## config.mk

```make
export PLATFORM = sky130hd
export DESIGN_NAME = timer_ch0_io_control
export DESIGN_NICKNAME = d
export VERILOG_FILES = /design/src/shared/timer_ch0_pkg.sv /design/src/rtl/gr_unit.sv /design/src/rtl/timer_ch0_io_control.sv
export SDC_FILE = /design/constraint.sdc
export NUM_CORES = 1
export LEC_CHECK = 0
export ABC_AREA = 0
export BUFFER_PORTS_ARGS = -buffer_cell sky130_fd_sc_hd__buf_2
export CAP_MARGIN = 20
export CELL_PAD_IN_SITES_DETAIL_PLACEMENT = 1
export CELL_PAD_IN_SITES_GLOBAL_PLACEMENT = 1
export CORE_ASPECT_RATIO = 1.2
export CORE_MARGIN = 3
export CORE_UTILIZATION = 51
export CTS_BUF_LIST = sky130_fd_sc_hd__clkbuf_8
export DETAILED_ROUTE_END_ITERATION = 12
export PLACE_DENSITY = 0.87
export SYNTH_ARGS = -nofsm -noshare
export SYNTH_HDL_FRONTEND = slang
export SYNTH_SLANG_ARGS = --single-unit
```

## constraint.sdc

```tcl
create_clock -name clk_sys_in -period 4.6 [get_ports clk_sys_in]
set_input_delay 0.46 -clock clk_sys_in [delete_from_list [all_inputs] [get_ports clk_sys_in]]
set_output_delay 0.46 -clock clk_sys_in [all_outputs]
set_load 0.05 [all_outputs]
```

## src/shared/timer_ch0_pkg.sv

```systemverilog
// Purpose: Constants, field layout and helpers for the channel 0 I/O control
// Assumes: 32-bit AXI4-Lite register window, one word per register
// Notes:   Offsets are byte addresses
package timer_ch0_pkg;
    localparam int AXI_AW = 8;
    localparam int FLD_W  = 4;
    localparam int NUM_GR = 4;
    localparam int CTRL_W = 8;
    localparam logic [AXI_AW-1:0] OFS_CTRL_HIGH = 8'h00;
    localparam logic [AXI_AW-1:0] OFS_CTRL_LOW  = 8'h04;
    localparam logic [AXI_AW-1:0] OFS_MODE      = 8'h08;
    localparam logic [AXI_AW-1:0] OFS_PINS      = 8'h0c;
    localparam logic [AXI_AW-1:0] OFS_GR_A      = 8'h10;
    localparam logic [AXI_AW-1:0] OFS_IRQ_STAT  = 8'h20;
    localparam logic [AXI_AW-1:0] OFS_IRQ_MASK  = 8'h24;
    localparam logic [AXI_AW-1:0] OFS_COUNT     = 8'h28;
    localparam logic [CTRL_W-1:0] CTRL_RESET    = 8'h00;
    localparam logic [CTRL_W-1:0] MODE_RESET    = 8'h00;
    localparam int MODE_BUF_A_BIT = 4;
    localparam int MODE_BUF_B_BIT = 5;
    localparam int IRQ_CAP_LSB   = 0;
    localparam int IRQ_MATCH_LSB = 4;
    localparam int IRQ_W         = 8;
    localparam logic [1:0] RESP_OKAY   = 2'h0;
    localparam logic [1:0] RESP_SLVERR = 2'h2;
    localparam logic [1:0] ACT_OFF     = 2'h0;
    localparam logic [1:0] ACT_LOW     = 2'h1;
    localparam logic [1:0] ACT_HIGH    = 2'h2;
    localparam logic [1:0] ACT_TOGGLE  = 2'h3;
    localparam logic [1:0] CAP_RISE    = 2'h0;
    localparam logic [1:0] CAP_FALL    = 2'h1;
    localparam logic [FLD_W-1:0] CODE_CAP_RISE = 4'h8;
    localparam logic [FLD_W-1:0] CODE_CAP_FALL = 4'h9;

    // Bit 2 is the initial pin level in compare mode, the channel 1 source
    // select in capture mode
    typedef struct packed {
        logic       capture;
        logic       alt;
        logic [1:0] action;
    } field_t;

    typedef struct packed {
        logic capture;
        logic match;
    } gr_event_t;

    function automatic logic [31:0] merge_bytes(input logic [31:0] old_v,
        input logic [31:0] new_v, input logic [3:0] strb);
        logic [31:0] r;
        r = old_v;
        for (int i = 0; i < 4; i++) begin
            if (strb[i]) begin
                r[i*8 +: 8] = new_v[i*8 +: 8];
            end
        end
        return r;
    endfunction

    function automatic logic edge_hit(input logic [1:0] act, input logic rise,
        input logic fall);
        logic r;
        r = (act == CAP_RISE) ? rise : (act == CAP_FALL) ? fall : (rise | fall);
        return r;
    endfunction
endpackage

```

## src/rtl/gr_unit.sv

```systemverilog
// Purpose: One general register with its compare or capture logic and pin
// Assumes: Pin and counter inputs are synchronous to clk_sys_in
// Notes:   A capture beats a software write in the same cycle
`timescale 1ns/100ps
module gr_unit
    import timer_ch0_pkg::*;
#(
    parameter int CNT_W = 16
) (
    input  wire logic             clk_sys_in,
    input  wire logic             rstn_in,
    input  wire logic [FLD_W-1:0] field_in,
    input  wire logic             off_in,
    input  wire logic [CNT_W-1:0] count_in,
    input  wire logic             pin_in,
    input  wire logic             ch1_tick_in,
    input  wire logic             wr_in,
    input  wire logic [CNT_W-1:0] wdata_in,
    output logic      [CNT_W-1:0] value_out,
    output logic                  pin_out,
    output logic                  pin_oe_out,
    output gr_event_t             event_out
);
    field_t           f;
    logic             pin_q_ff;
    logic             eq_q_ff;
    logic             lvl_ff;
    logic             nxt_lvl;
    logic [FLD_W-1:0] fld_q_ff;
    logic [CNT_W-1:0] value_ff;
    logic [CNT_W-1:0] nxt_value;
    wire              rise;
    wire              fall;
    wire              eq;
    wire              is_cap;
    wire              is_cmp;
    wire              cap_hit;
    wire              match;
    wire              fld_new;

    assign f       = field_t'(field_in);
    assign is_cap  = f.capture & ~off_in;
    assign is_cmp  = ~f.capture & ~off_in;
    assign rise    = pin_in & ~pin_q_ff;
    assign fall    = ~pin_in & pin_q_ff;
    assign cap_hit = is_cap
                   & (f.alt ? ch1_tick_in : edge_hit(f.action, rise, fall));
    assign eq      = (count_in == value_ff);
    // Only the first cycle of equality counts, so a stalled counter matches once
    assign match   = is_cmp & eq & ~eq_q_ff;
    assign fld_new = (field_in != fld_q_ff);
    assign nxt_value = cap_hit ? count_in : (wr_in ? wdata_in : value_ff);

    always_comb begin
        nxt_lvl = lvl_ff;
        if (fld_new) begin
            nxt_lvl = f.alt;
        end else if (match) begin
            case (f.action)
                ACT_LOW:    nxt_lvl = 1'h0;
                ACT_HIGH:   nxt_lvl = 1'h1;
                ACT_TOGGLE: nxt_lvl = ~lvl_ff;
                default:    nxt_lvl = lvl_ff;
            endcase
        end
    end

    always_ff @(posedge clk_sys_in or negedge rstn_in) begin
        if (!rstn_in) begin
            pin_q_ff <= 1'h0;
            eq_q_ff  <= 1'h1;
            lvl_ff   <= 1'h0;
            fld_q_ff <= '0;
            value_ff <= '0;
        end else begin
            pin_q_ff <= pin_in;
            eq_q_ff  <= eq;
            lvl_ff   <= nxt_lvl;
            fld_q_ff <= field_in;
            value_ff <= nxt_value;
        end
    end

    assign value_out  = value_ff;
    assign pin_out    = lvl_ff;
    assign pin_oe_out = is_cmp & (f.action != ACT_OFF);
    assign event_out  = '{capture: cap_hit, match: match};
endmodule // gr_unit

```

## src/rtl/timer_ch0_io_control.sv

```systemverilog
// Purpose: Channel 0 I/O control: compare or capture per general register
// Assumes: AXI4-Lite slave, counter and channel 1 tick supplied from outside
// Notes:   Manual reset has no port here; only rstn_in and standby_in clear
// Behaviour
// High ctrl bits 7:4 configure register B
// High ctrl bits 3:0 configure register A
// Low ctrl bits 7:4 configure register D
// Low ctrl bits 3:0 configure register C
// Top bit 0: compare, initial level, 00 off
// Codes 01/10 drive pin 0/1 on match
// Code 11 toggles pin on match
// Code 1000 captures on rising pin edge
// Code 1001 captures on falling pin edge
// Codes 1010/1011 capture on both edges
// Codes 11xx capture on channel 1 tick
// Buffer B mode silences register D
// Buffer A mode silences register C
// Power-on reset or standby clears ctrl
// Capture copies counter; match on equality
//
// The address map and the AXI4-Lite register port were decided locally.
`timescale 1ns/100ps
module timer_ch0_io_control
    import timer_ch0_pkg::*;
#(
    parameter int CNT_W = 16
) (
    input  wire logic              clk_sys_in,
    input  wire logic              rstn_in,
    input  wire logic              standby_in,
    input  wire logic [AXI_AW-1:0] s_axi_awaddr_in,
    input  wire logic              s_axi_awvalid_in,
    output logic                   s_axi_awready_out,
    input  wire logic [31:0]       s_axi_wdata_in,
    input  wire logic [3:0]        s_axi_wstrb_in,
    input  wire logic              s_axi_wvalid_in,
    output logic                   s_axi_wready_out,
    output logic [1:0]             s_axi_bresp_out,
    output logic                   s_axi_bvalid_out,
    input  wire logic              s_axi_bready_in,
    input  wire logic [AXI_AW-1:0] s_axi_araddr_in,
    input  wire logic              s_axi_arvalid_in,
    output logic                   s_axi_arready_out,
    output logic [31:0]            s_axi_rdata_out,
    output logic [1:0]             s_axi_rresp_out,
    output logic                   s_axi_rvalid_out,
    input  wire logic              s_axi_rready_in,
    input  wire logic [CNT_W-1:0]  count_in,
    input  wire logic              ch1_tick_in,
    input  wire logic [NUM_GR-1:0] pin_in,
    output logic      [NUM_GR-1:0] pin_out,
    output logic      [NUM_GR-1:0] pin_oe_out,
    output logic                   irq_out
);
    ////////////////////////////////////////////////////////////////////////
    logic              aw_hold_ff;
    logic              w_hold_ff;
    logic [AXI_AW-1:0] awaddr_ff;
    logic [31:0]       wdata_ff;
    logic [3:0]        wstrb_ff;
    logic              bvalid_ff;
    logic [1:0]        bresp_ff;
    logic              rvalid_ff;
    logic [31:0]       rdata_ff;
    logic [1:0]        rresp_ff;
    logic [CTRL_W-1:0] ctrl_high_ff;
    logic [CTRL_W-1:0] ctrl_low_ff;
    logic [CTRL_W-1:0] mode_ff;
    logic [IRQ_W-1:0]  irq_stat_ff;
    logic [IRQ_W-1:0]  irq_mask_ff;
    logic [CTRL_W-1:0] nxt_ctrl_high;
    logic [CTRL_W-1:0] nxt_ctrl_low;
    logic [IRQ_W-1:0]  nxt_irq_stat;
    logic [FLD_W-1:0]  fld     [NUM_GR];
    logic [CNT_W-1:0]  gr_val  [NUM_GR];
    gr_event_t         gr_ev   [NUM_GR];
    logic [NUM_GR-1:0] gr_off;
    logic [NUM_GR-1:0] gr_wr;
    logic [NUM_GR-1:0] cap_ev;
    logic [NUM_GR-1:0] match_ev;
    logic [IRQ_W-1:0]  irq_ev;
    logic [31:0]       rd_word;
    logic              rd_ok;
    wire               aw_take;
    wire               w_take;
    wire               ar_take;
    wire               do_write;
    wire               wr_ok;
    wire               w_high;
    wire               w_low;
    wire               w_mode;
    wire               w_stat;
    wire               w_mask;
    wire               w_gr;
    wire [1:0]         w_gr_idx;
    wire               r_gr;
    wire [1:0]         r_gr_idx;
    wire [31:0]        gr_merged;

    ////////////////////////////////////////////////////////////////////////
    // Write channel: address and data may arrive in either order; a new
    // write is held off until the response has been taken.
    assign s_axi_awready_out = ~aw_hold_ff & ~bvalid_ff;
    assign s_axi_wready_out  = ~w_hold_ff & ~bvalid_ff;
    assign aw_take  = s_axi_awvalid_in & s_axi_awready_out;
    assign w_take   = s_axi_wvalid_in & s_axi_wready_out;
    assign do_write = aw_hold_ff & w_hold_ff;

    assign w_high   = do_write & (awaddr_ff == OFS_CTRL_HIGH);
    assign w_low    = do_write & (awaddr_ff == OFS_CTRL_LOW);
    assign w_mode   = do_write & (awaddr_ff == OFS_MODE);
    assign w_stat   = do_write & (awaddr_ff == OFS_IRQ_STAT);
    assign w_mask   = do_write & (awaddr_ff == OFS_IRQ_MASK);
    assign w_gr     = do_write & (awaddr_ff[AXI_AW-1:4] == OFS_GR_A[AXI_AW-1:4]);
    assign w_gr_idx = awaddr_ff[3:2];
    assign wr_ok    = w_high | w_low | w_mode | w_stat | w_mask | w_gr
                    | (awaddr_ff == OFS_PINS) | (awaddr_ff == OFS_COUNT);
    assign gr_merged = merge_bytes(32'(gr_val[w_gr_idx]), wdata_ff, wstrb_ff);

    always_ff @(posedge clk_sys_in or negedge rstn_in) begin
        if (!rstn_in) begin
            aw_hold_ff <= 1'h0;
            w_hold_ff  <= 1'h0;
            awaddr_ff  <= '0;
            wdata_ff   <= '0;
            wstrb_ff   <= '0;
            bvalid_ff  <= 1'h0;
            bresp_ff   <= RESP_OKAY;
        end else begin
            if (aw_take) begin
                aw_hold_ff <= 1'h1;
                awaddr_ff  <= s_axi_awaddr_in;
            end
            if (w_take) begin
                w_hold_ff <= 1'h1;
                wdata_ff  <= s_axi_wdata_in;
                wstrb_ff  <= s_axi_wstrb_in;
            end
            if (do_write) begin
                aw_hold_ff <= 1'h0;
                w_hold_ff  <= 1'h0;
                bvalid_ff  <= 1'h1;
                bresp_ff   <= wr_ok ? RESP_OKAY : RESP_SLVERR;
            end else if (s_axi_bready_in) begin
                bvalid_ff <= 1'h0;
            end
        end
    end

    assign s_axi_bvalid_out = bvalid_ff;
    assign s_axi_bresp_out  = bresp_ff;

    ////////////////////////////////////////////////////////////////////////
    // Control registers: only byte lane 0 carries the 8-bit registers
    always_comb begin
        nxt_ctrl_high = ctrl_high_ff;
        nxt_ctrl_low  = ctrl_low_ff;
        if (standby_in) begin
            nxt_ctrl_high = CTRL_RESET;
            nxt_ctrl_low  = CTRL_RESET;
        end else begin
            if (w_high) begin
                nxt_ctrl_high = CTRL_W'(merge_bytes(32'(ctrl_high_ff), wdata_ff, wstrb_ff));
            end
            if (w_low) begin
                nxt_ctrl_low = CTRL_W'(merge_bytes(32'(ctrl_low_ff), wdata_ff, wstrb_ff));
            end
        end
    end

    // Write-one-to-clear; a new event in the same cycle keeps its bit set
    assign nxt_irq_stat = (irq_stat_ff & ~(w_stat && wstrb_ff[0] ?
                          wdata_ff[IRQ_W-1:0] : '0)) | irq_ev;

    always_ff @(posedge clk_sys_in or negedge rstn_in) begin
        if (!rstn_in) begin
            ctrl_high_ff <= CTRL_RESET;
            ctrl_low_ff  <= CTRL_RESET;
            mode_ff      <= MODE_RESET;
            irq_stat_ff  <= '0;
            irq_mask_ff  <= '0;
        end else begin
            ctrl_high_ff <= nxt_ctrl_high;
            ctrl_low_ff  <= nxt_ctrl_low;
            irq_stat_ff  <= nxt_irq_stat;
            if (w_mode && wstrb_ff[0]) begin
                mode_ff <= wdata_ff[CTRL_W-1:0];
            end
            if (w_mask && wstrb_ff[0]) begin
                irq_mask_ff <= wdata_ff[IRQ_W-1:0];
            end
        end
    end

    ////////////////////////////////////////////////////////////////////////
    // Field routing and buffer-mode silencing
    assign fld[0] = ctrl_high_ff[FLD_W-1:0];
    assign fld[1] = ctrl_high_ff[CTRL_W-1:FLD_W];
    assign fld[2] = ctrl_low_ff[FLD_W-1:0];
    assign fld[3] = ctrl_low_ff[CTRL_W-1:FLD_W];
    // This block makes no buffer transfer; here C and D only
    // stop capturing, matching and driving their pins.
    assign gr_off = {mode_ff[MODE_BUF_B_BIT], mode_ff[MODE_BUF_A_BIT], 2'h0};

    genvar gi;
    generate
        for (gi = 0; gi < NUM_GR; gi++) begin : g_gr
            assign gr_wr[gi]    = w_gr & (w_gr_idx == 2'(gi));
            assign cap_ev[gi]   = gr_ev[gi].capture;
            assign match_ev[gi] = gr_ev[gi].match;
            gr_unit #(
                .CNT_W (CNT_W)
            ) u_gr (
                .clk_sys_in  (clk_sys_in),
                .rstn_in     (rstn_in),
                .field_in    (fld[gi]),
                .off_in      (gr_off[gi]),
                .count_in    (count_in),
                .pin_in      (pin_in[gi]),
                .ch1_tick_in (ch1_tick_in),
                .wr_in       (gr_wr[gi]),
                .wdata_in    (gr_merged[CNT_W-1:0]),
                .value_out   (gr_val[gi]),
                .pin_out     (pin_out[gi]),
                .pin_oe_out  (pin_oe_out[gi]),
                .event_out   (gr_ev[gi])
            );
        end
    endgenerate

    assign irq_ev  = {match_ev, cap_ev};
    assign irq_out = |(irq_stat_ff & irq_mask_ff);

    ////////////////////////////////////////////////////////////////////////
    // Read channel: one read at a time, answered at the edge it is taken
    assign s_axi_arready_out = ~rvalid_ff;
    assign ar_take  = s_axi_arvalid_in & s_axi_arready_out;
    assign r_gr     = s_axi_araddr_in[AXI_AW-1:4] == OFS_GR_A[AXI_AW-1:4];
    assign r_gr_idx = s_axi_araddr_in[3:2];

    always_comb begin
        rd_word = '0;
        rd_ok   = 1'h1;
        if (r_gr) begin
            rd_word = 32'(gr_val[r_gr_idx]);
        end else begin
            case (s_axi_araddr_in)
                OFS_CTRL_HIGH: rd_word = 32'(ctrl_high_ff);
                OFS_CTRL_LOW:  rd_word = 32'(ctrl_low_ff);
                OFS_MODE:      rd_word = 32'(mode_ff);
                OFS_PINS:      rd_word = 32'({pin_oe_out, pin_out});
                OFS_IRQ_STAT:  rd_word = 32'(irq_stat_ff);
                OFS_IRQ_MASK:  rd_word = 32'(irq_mask_ff);
                OFS_COUNT:     rd_word = 32'(count_in);
                default:       rd_ok   = 1'h0;
            endcase
        end
    end

    always_ff @(posedge clk_sys_in or negedge rstn_in) begin
        if (!rstn_in) begin
            rvalid_ff <= 1'h0;
            rdata_ff  <= '0;
            rresp_ff  <= RESP_OKAY;
        end else if (ar_take) begin
            rvalid_ff <= 1'h1;
            rdata_ff  <= rd_word;
            rresp_ff  <= rd_ok ? RESP_OKAY : RESP_SLVERR;
        end else if (s_axi_rready_in) begin
            rvalid_ff <= 1'h0;
        end
    end

    assign s_axi_rvalid_out = rvalid_ff;
    assign s_axi_rdata_out  = rdata_ff;
    assign s_axi_rresp_out  = rresp_ff;
endmodule // timer_ch0_io_control

```

# Word-level counts from Yosys, hierarchy flattened
# Cells that the tools add are included.
# Widths: inputs -> output; s select.
# totals
regBits	198
inputBits	81
word_cells	262
# op_classes
n_lt_le_gt_ge	2
eq_ne	37
muxes	60
n_bitwise	87
reduce_logical	41
# ops
op	count
$mux 16	13
$pmux 16 s7	1
$bmux 16 s2	2
$eq 16x16->1	4
$mux 8	8
$eq 8x6->1 const B	6
$and 1x1->1	44
$reduce_bool 2->1	19
$eq 8x4->1 const B	4
$mux 1	30
$not 1->1	26
$eq 2x2->1 const B	10
$and 8x8->8	2
$eq 8x3->1 const B	2
$logic_not 8->1	2
$ne 4x4->1	4
$reduce_bool 4->1	4
$pmux 1 s3	4
$reduce_and 2->1	6
$or 1x1->1	11
$eq 2x1->1 const B	5
$logic_not 2->1	5
$eq 4x1->1 const B	2
$not 8->8	1
other kinds (7)	12

# Longest topological paths before layout
# depth
ltp_word	10
depth_mapped	8
mapped_depth_nobuf	7

# Modules after synthesis
# Synthesis repeated with hierarchy kept, for this count alone.
# hier_totals
hier_cells	888
area_unflattened_um2	10495.1
# by_module_without_submodules
mod	n_inst	cells_each	area_each_um2	seq_area_each_um2
timer_ch0_io_control	1	405	5191.2	2202.1
gr_unit at g_gr[1].u_gr ...	3	123	1281.2	576.8
gr_unit at g_gr[0].u_gr	1	114	1460.2	576.8

# Worst setup path after synthesis
# Ideal clock, no wire load.
# synth_timing
kind	reg2reg
from	register bvalid_ff (netlist: s_axi_bvalid_out)
to	register wdata_ff[10]
setup_ps	125
arrival_ps	2444
required_ps	4475
path_slack_ps	2031
path_stages_with_launch	6
period_less_slack_ps	2569
cell_sequence	dfrtp_1 > nor2_1 > and2_1 > buf_2 > buf_1 > mux2_2
# synth_between
elab_chain_len	3
# synth_lines
item	line	text
start, declared	timer_ch0_io_control.sv:61	logic bvalid_ff;
start signal, assigned	timer_ch0_io_control.sv:127	bvalid_ff <= 1'h0;
start signal, assigned	timer_ch0_io_control.sv:142	bvalid_ff <= 1'h1;
start signal, assigned	timer_ch0_io_control.sv:145	bvalid_ff <= 1'h0;
$not 1->1	timer_ch0_io_control.sv:104	assign s_axi_wready_out = ~w_hold_ff & ~bvalid_ff;
$and 1x1->1	timer_ch0_io_control.sv:104	
named net s_axi_wready_out	timer_ch0_io_control.sv:37	output logic s_axi_wready_out,
$and 1x1->1	timer_ch0_io_control.sv:106	assign w_take = s_axi_wvalid_in & s_axi_wready_out;
end signal, assigned	timer_ch0_io_control.sv:136	wdata_ff <= s_axi_wdata_in;
end, declared	timer_ch0_io_control.sv:59	logic [31:0] wdata_ff;
# The timed path passes the listed nets, and every way through them passes these cells.
# A chain may end at the register's enable or synchronous reset.

# Worst setup path after layout
# layout_timing
from	register awaddr_ff[2]
to	register g_gr[1].u_gr.value_ff[3]
# layout_between
elab_chain_len	7
word_cells_on_any_way	10
# layout_lines
item	line	text
start, declared	timer_ch0_io_control.sv:58	logic [AXI_AW-1:0] awaddr_ff;
start signal, assigned	timer_ch0_io_control.sv:132	awaddr_ff <= s_axi_awaddr_in;
$not 2->3 (not written as such)	timer_ch0_io_control.sv:118	assign gr_merged = merge_bytes(32'(gr_val[w_gr_idx]), wdata_ff, wstrb_ff);
$bmux 16 s2	timer_ch0_io_control.sv:118	
$mux 16 (not written as such) (2 in series)	timer_ch0_io_control.sv:118	
$mux 8	timer_ch0_pkg.sv:53	if (strb[i]) begin
$mux 16 (2 in series)	gr_unit.sv:52	assign nxt_value = cap_hit ? count_in : (wr_in ? wdata_in : value_ff);
end signal, assigned	gr_unit.sv:80	value_ff <= nxt_value;
end, declared	gr_unit.sv:30	logic [CNT_W-1:0] value_ff;
# Parallel ways exist; a longest one is shown, timed or not. The select of a mux whose other input is x is not followed.

==> results_tabular.tex <==
\begin{tabular}{lr}
\hline
Metric & Value \\
\hline
\multicolumn{2}{l}{\textbf{Die}} \\
Number of placement rows & 56 \\
Full die area & 22100 sq um \\
Ports & 131 \\
Horizontal die dimension & 136 microns \\
Starting utilization of the core area & 52.5\% \\
Core outline area & 19800 sq um \\
Vert. Die Dim & 162 microns \\
\multicolumn{2}{l}{\textbf{Yosys}} \\
Number of library cell types mapped by synthesis & 55 \\
Mux contribution to synthesized area & 15.4\% \\
Xor and xnor fraction of the mapped netlist area & 6.76\% \\
FFs w/ async S/R, synth & 100\% \\
Syn Std Cell Area & 10400 sq um \\
Most numerous cell types in the synthesized netlist & 176 x dfrtp\_1, 137 x nand2\_1, 110 x o21ai\_0 \\
Fraction of the mapped netlist area in adder cells & 2.90\% \\
Synthesized netlist cell count & 998 \\
Combinational family with the most area after synthesis & multiplexers \\
Seq/Total Area, Yosys & 43.5\% \\
Avg Inst Size Synth & 10.4 sq um \\
Post-synthesis sequential element count & 180 \\
Top cells by area, synth & dfrtp\_1 42\%, mux4\_2 8.0\%, xor2\_1 6.8\% \\
Area fraction in compound gates after synthesis & 14.5\% \\
Post-synth top area cell & dfrtp\_1 \\
Simple-gate area share of the yosys netlist & 11.3\% \\
Predominant post-synthesis flop cell & dfrtp\_1 \\
Yosys warns & 0 \\
Share of Yosys cell area claimed by the top area cell type & 42.5\% \\
Most common cell in the synthesized netlist & dfrtp\_1 \\
EDFF count, synth & 0 \\
\multicolumn{2}{l}{\textbf{Global route}} \\
Tot GR Track Use & 30.2\% \\
Maximum number of pins on one net before global-route repair & 108 \\
Met1 track demand over resource in global routing & 34.4\% \\
GRT met2 Usage & 53.0\% \\
Wire length of the first global-routing pass & 50900 microns \\
GR peak layer & met2 \\
Vias in the first global route & 9142 \\
Grt total ovfl & 0 \\
Met3 usage in global routing & 5.92\% \\
Antenna violations before repair & 1 \\
\multicolumn{2}{l}{\textbf{Routing}} \\
Antenna Violating Nets Remaining & 0 \\
Average detailed-routed wire length per instance & 24.9 microns \\
Pre-antenna DRT Iters & 5 \\
Total detailed-routing wirelength & 33000 microns \\
Via/cell ratio & 6.38 \\
Initial drt markers & 615 \\
Routed via count & 8448 \\
Remaining DRCs & 0 \\
\multicolumn{2}{l}{\textbf{Worst setup path}} \\
Kind of start point of the critical path & flip-flop \\
Length in cells of the worst reg-to-reg path & 6 \\
Critical Path RT & 4930 ps \\
Worst-path maximum fanout & 16 \\
Crit path capture type & flip-flop \\
Critical path data arrival time & 3230 ps \\
Startpoint-to-endpoint class of the critical path & flip-flop to flip-flop \\
\multicolumn{2}{l}{\textbf{Power and ir drop}} \\
Final Power & 0.00553 W \\
Pwr Density & 485 nW/um\^{}2 \\
Sequential share of power & 45.7\% \\
Portion of total power attributed to the clock network & 21.9\% \\
Combinational Power Share & 32.4\% \\
Leakage power summed over all cells & 4.78 nW \\
Fraction of power spent switching nets & 39.6\% \\
Internal power summed over all cells & 0.00334 W \\
VDD IR-drop max & 0.228 mV \\
Power spent charging and discharging nets & 0.00219 W \\
\multicolumn{2}{l}{\textbf{STA}} \\
Fin crit share & 62.9\% \\
Setup Viol. Count Final & 0 \\
Max Clock Freq & 0.345 GHz \\
Measured slew at the worst slew-check pin & 981 ps \\
RSZ-0062 raised after global routing & false \\
Number of pins with negative max-slew slack in the final report & 0 \\
Setup\_tns & 0 ps \\
Worst clock skew on the final layout & 14.6 ps \\
Hold Worst Slack & -4.83 ps \\
Worst slew margin relative to its limit & 34.4\% \\
Endpoints failing hold & 2 \\
Post-route minimum period & 2890 ps \\
Setup slack after layout & 1710 ps \\
\multicolumn{2}{l}{\textbf{Clocking}} \\
Postcts setup bufs & 0 \\
CTS tree & done \\
Clock buffer depth & 2 \\
Number of buffers created by CTS & 17 \\
Maximum level of the CTS H-tree & 4 \\
Root buffer cell & clkbuf\_8 \\
Post-CTS Hold Buffers & 0 \\
Gates resized, CTS repair & 0 \\
Clk slew on worst S/H paths & 100 ps \\
Clock net sink count & 180 \\
Insertion delay to the later sink of the worst-skew pair & 480 ps \\
\multicolumn{2}{l}{\textbf{Layout}} \\
Layout cells sized above 1 & 22.4\% \\
Final-layout fill cell count & 2191 \\
Area overhead of the layout relative to synthesis & 9.95\% \\
Layout Cell Area excl Fill & 11400 sq um \\
Net count, final & 1155 \\
\multicolumn{2}{l}{\textbf{Hold path}} \\
Worst hold path class & input port to async pin \\
\multicolumn{2}{l}{\textbf{Placed design}} \\
Dpl cell area & 10900 sq um \\
DP Worst Slack & 1860 ps \\
Input/output buffers & 94 \\
Final RePlAce weighted congestion & 0.852 \\
Placed wire-length estimate & 22000 microns \\
\multicolumn{2}{l}{\textbf{Run status}} \\
Violations in the final reports & hold timing \\
Result of the run & finished with violations \\
\multicolumn{2}{l}{\textbf{Run}} \\
Count of max-cap constraint violations & 0 \\
\hline
\end{tabular}
-- state kept, by name (all words and copies together), names as in the netlist, 8 cells and up --
register and cells:
g_gr.u_gr.value_out 64, ctrl_high_ff 8, mode_ff 8, irq_stat_ff 8, s_axi_rdata_out 16, g_gr.u_gr.fld_q_ff 16, awaddr_ff 8, ctrl_low_ff 8
wdata_ff 16, irq_mask_ff 8
-- layout by cell type (no fill, tap or decap), types with 4 or more instances in the layout --
cell type and count:
conb_1 18, a22o_1 18, a22oi_1 18, nand2_1 137, nor2b_1 9, nor3_1 9, mux2i_1 28, o21ai_0 110
mux4_2 37, xor2_1 80, clkbuf_8 22, buf_4 13, nor2_1 34, a31oi_1 4, buf_2 93, a21o_1 26
dfrtp_1 176, nand4_1 5, dfstp_2 4, nor4_1 22, nand2b_1 4, ha_1 24, o22ai_1 5, a21oi_1 12
o2bb2ai_1 6, inv_1 34, mux2_2 43, a211oi_1 18
-- final cells by class --
type / instances / area (sq um) / area share (%)
antenna: 1 / 2.50 / 0.0219
clock buffer: 22 / 303 / 2.65
clock inverter: 10 / 145 / 1.27
inverter: 33 / 124 / 1.09
multi-input combinational: 709 / 5370 / 47.1
sequential: 180 / 4510 / 39.5
tap: 261 / 327 / 2.86
timing repair buffer: 109 / 622 / 5.45
-- final timing paths --
path	endpoint	slack (ps)	startpoint
worst max-delay path	g_gr[1].u_gr.value_out[3]	1710	awaddr_ff[2]
worst min-delay path	g_gr[3].u_gr.pin_out	-5	rstn_in
worst max register to register	g_gr[1].u_gr.value_out[3]	1710	awaddr_ff[2]
worst min register to register	s_axi_rresp_out[1]	490	s_axi_rresp_out[1]
max in group asynchronous	g_gr[0].u_gr.value_out[4]	3540	rstn_in
min in group clk_sys_in	g_gr[2].u_gr.pin_q_ff	110	pin_in[2]
-- stage by stage --
step           utilization (%)  instances
3_3_place_gp              55.3       1291
2_1_floorplan                -       1015
4_1_cts                   57.6       1323
3_5_place_dp              55.3       1291
6_report                  57.7       1325
5_1_grt                   57.7       1325
-- power by group through the flow --
stage	combinational [W]	clock, W	sequential [W]
floorplan	0.00135	0	0.00233
global placement	0.00165	0	0.00250
detailed placement	0.00174	0	0.00254
CTS	0.00177	0.00123	0.00251
global route	0.00193	0.00129	0.00258
finish	0.00179	0.00121	0.00253
-- kinds of logic after synthesis --
family                     count (synthesis)
and+or+nand+nor                          243
AOI/OAI and AO/OA                        236
DFF                                      180
buffers and inverters                    126
muxes                                    108
xor gates and xnor gates                  80
adders and majority gates                 24
other                                      1
-- metal layers --
metal | vias to the layer above | part of all wire (%)
li1 | 3610 | -
met1 | 4343 | 37
met2 | 366 | 51
met3 | 129 | 6.3
met4 | 0 | 5.8
met5 | - | 0
-- critical path, cell delays in order (launching register included) --
cell and delay, ps:
dfrtp_1 970, buf_4 410, mux4_2 550, mux2i_1 390, nand2_1 120, o21ai_0 140, o21ai_0 150
(Power assumes the default switching activity.)
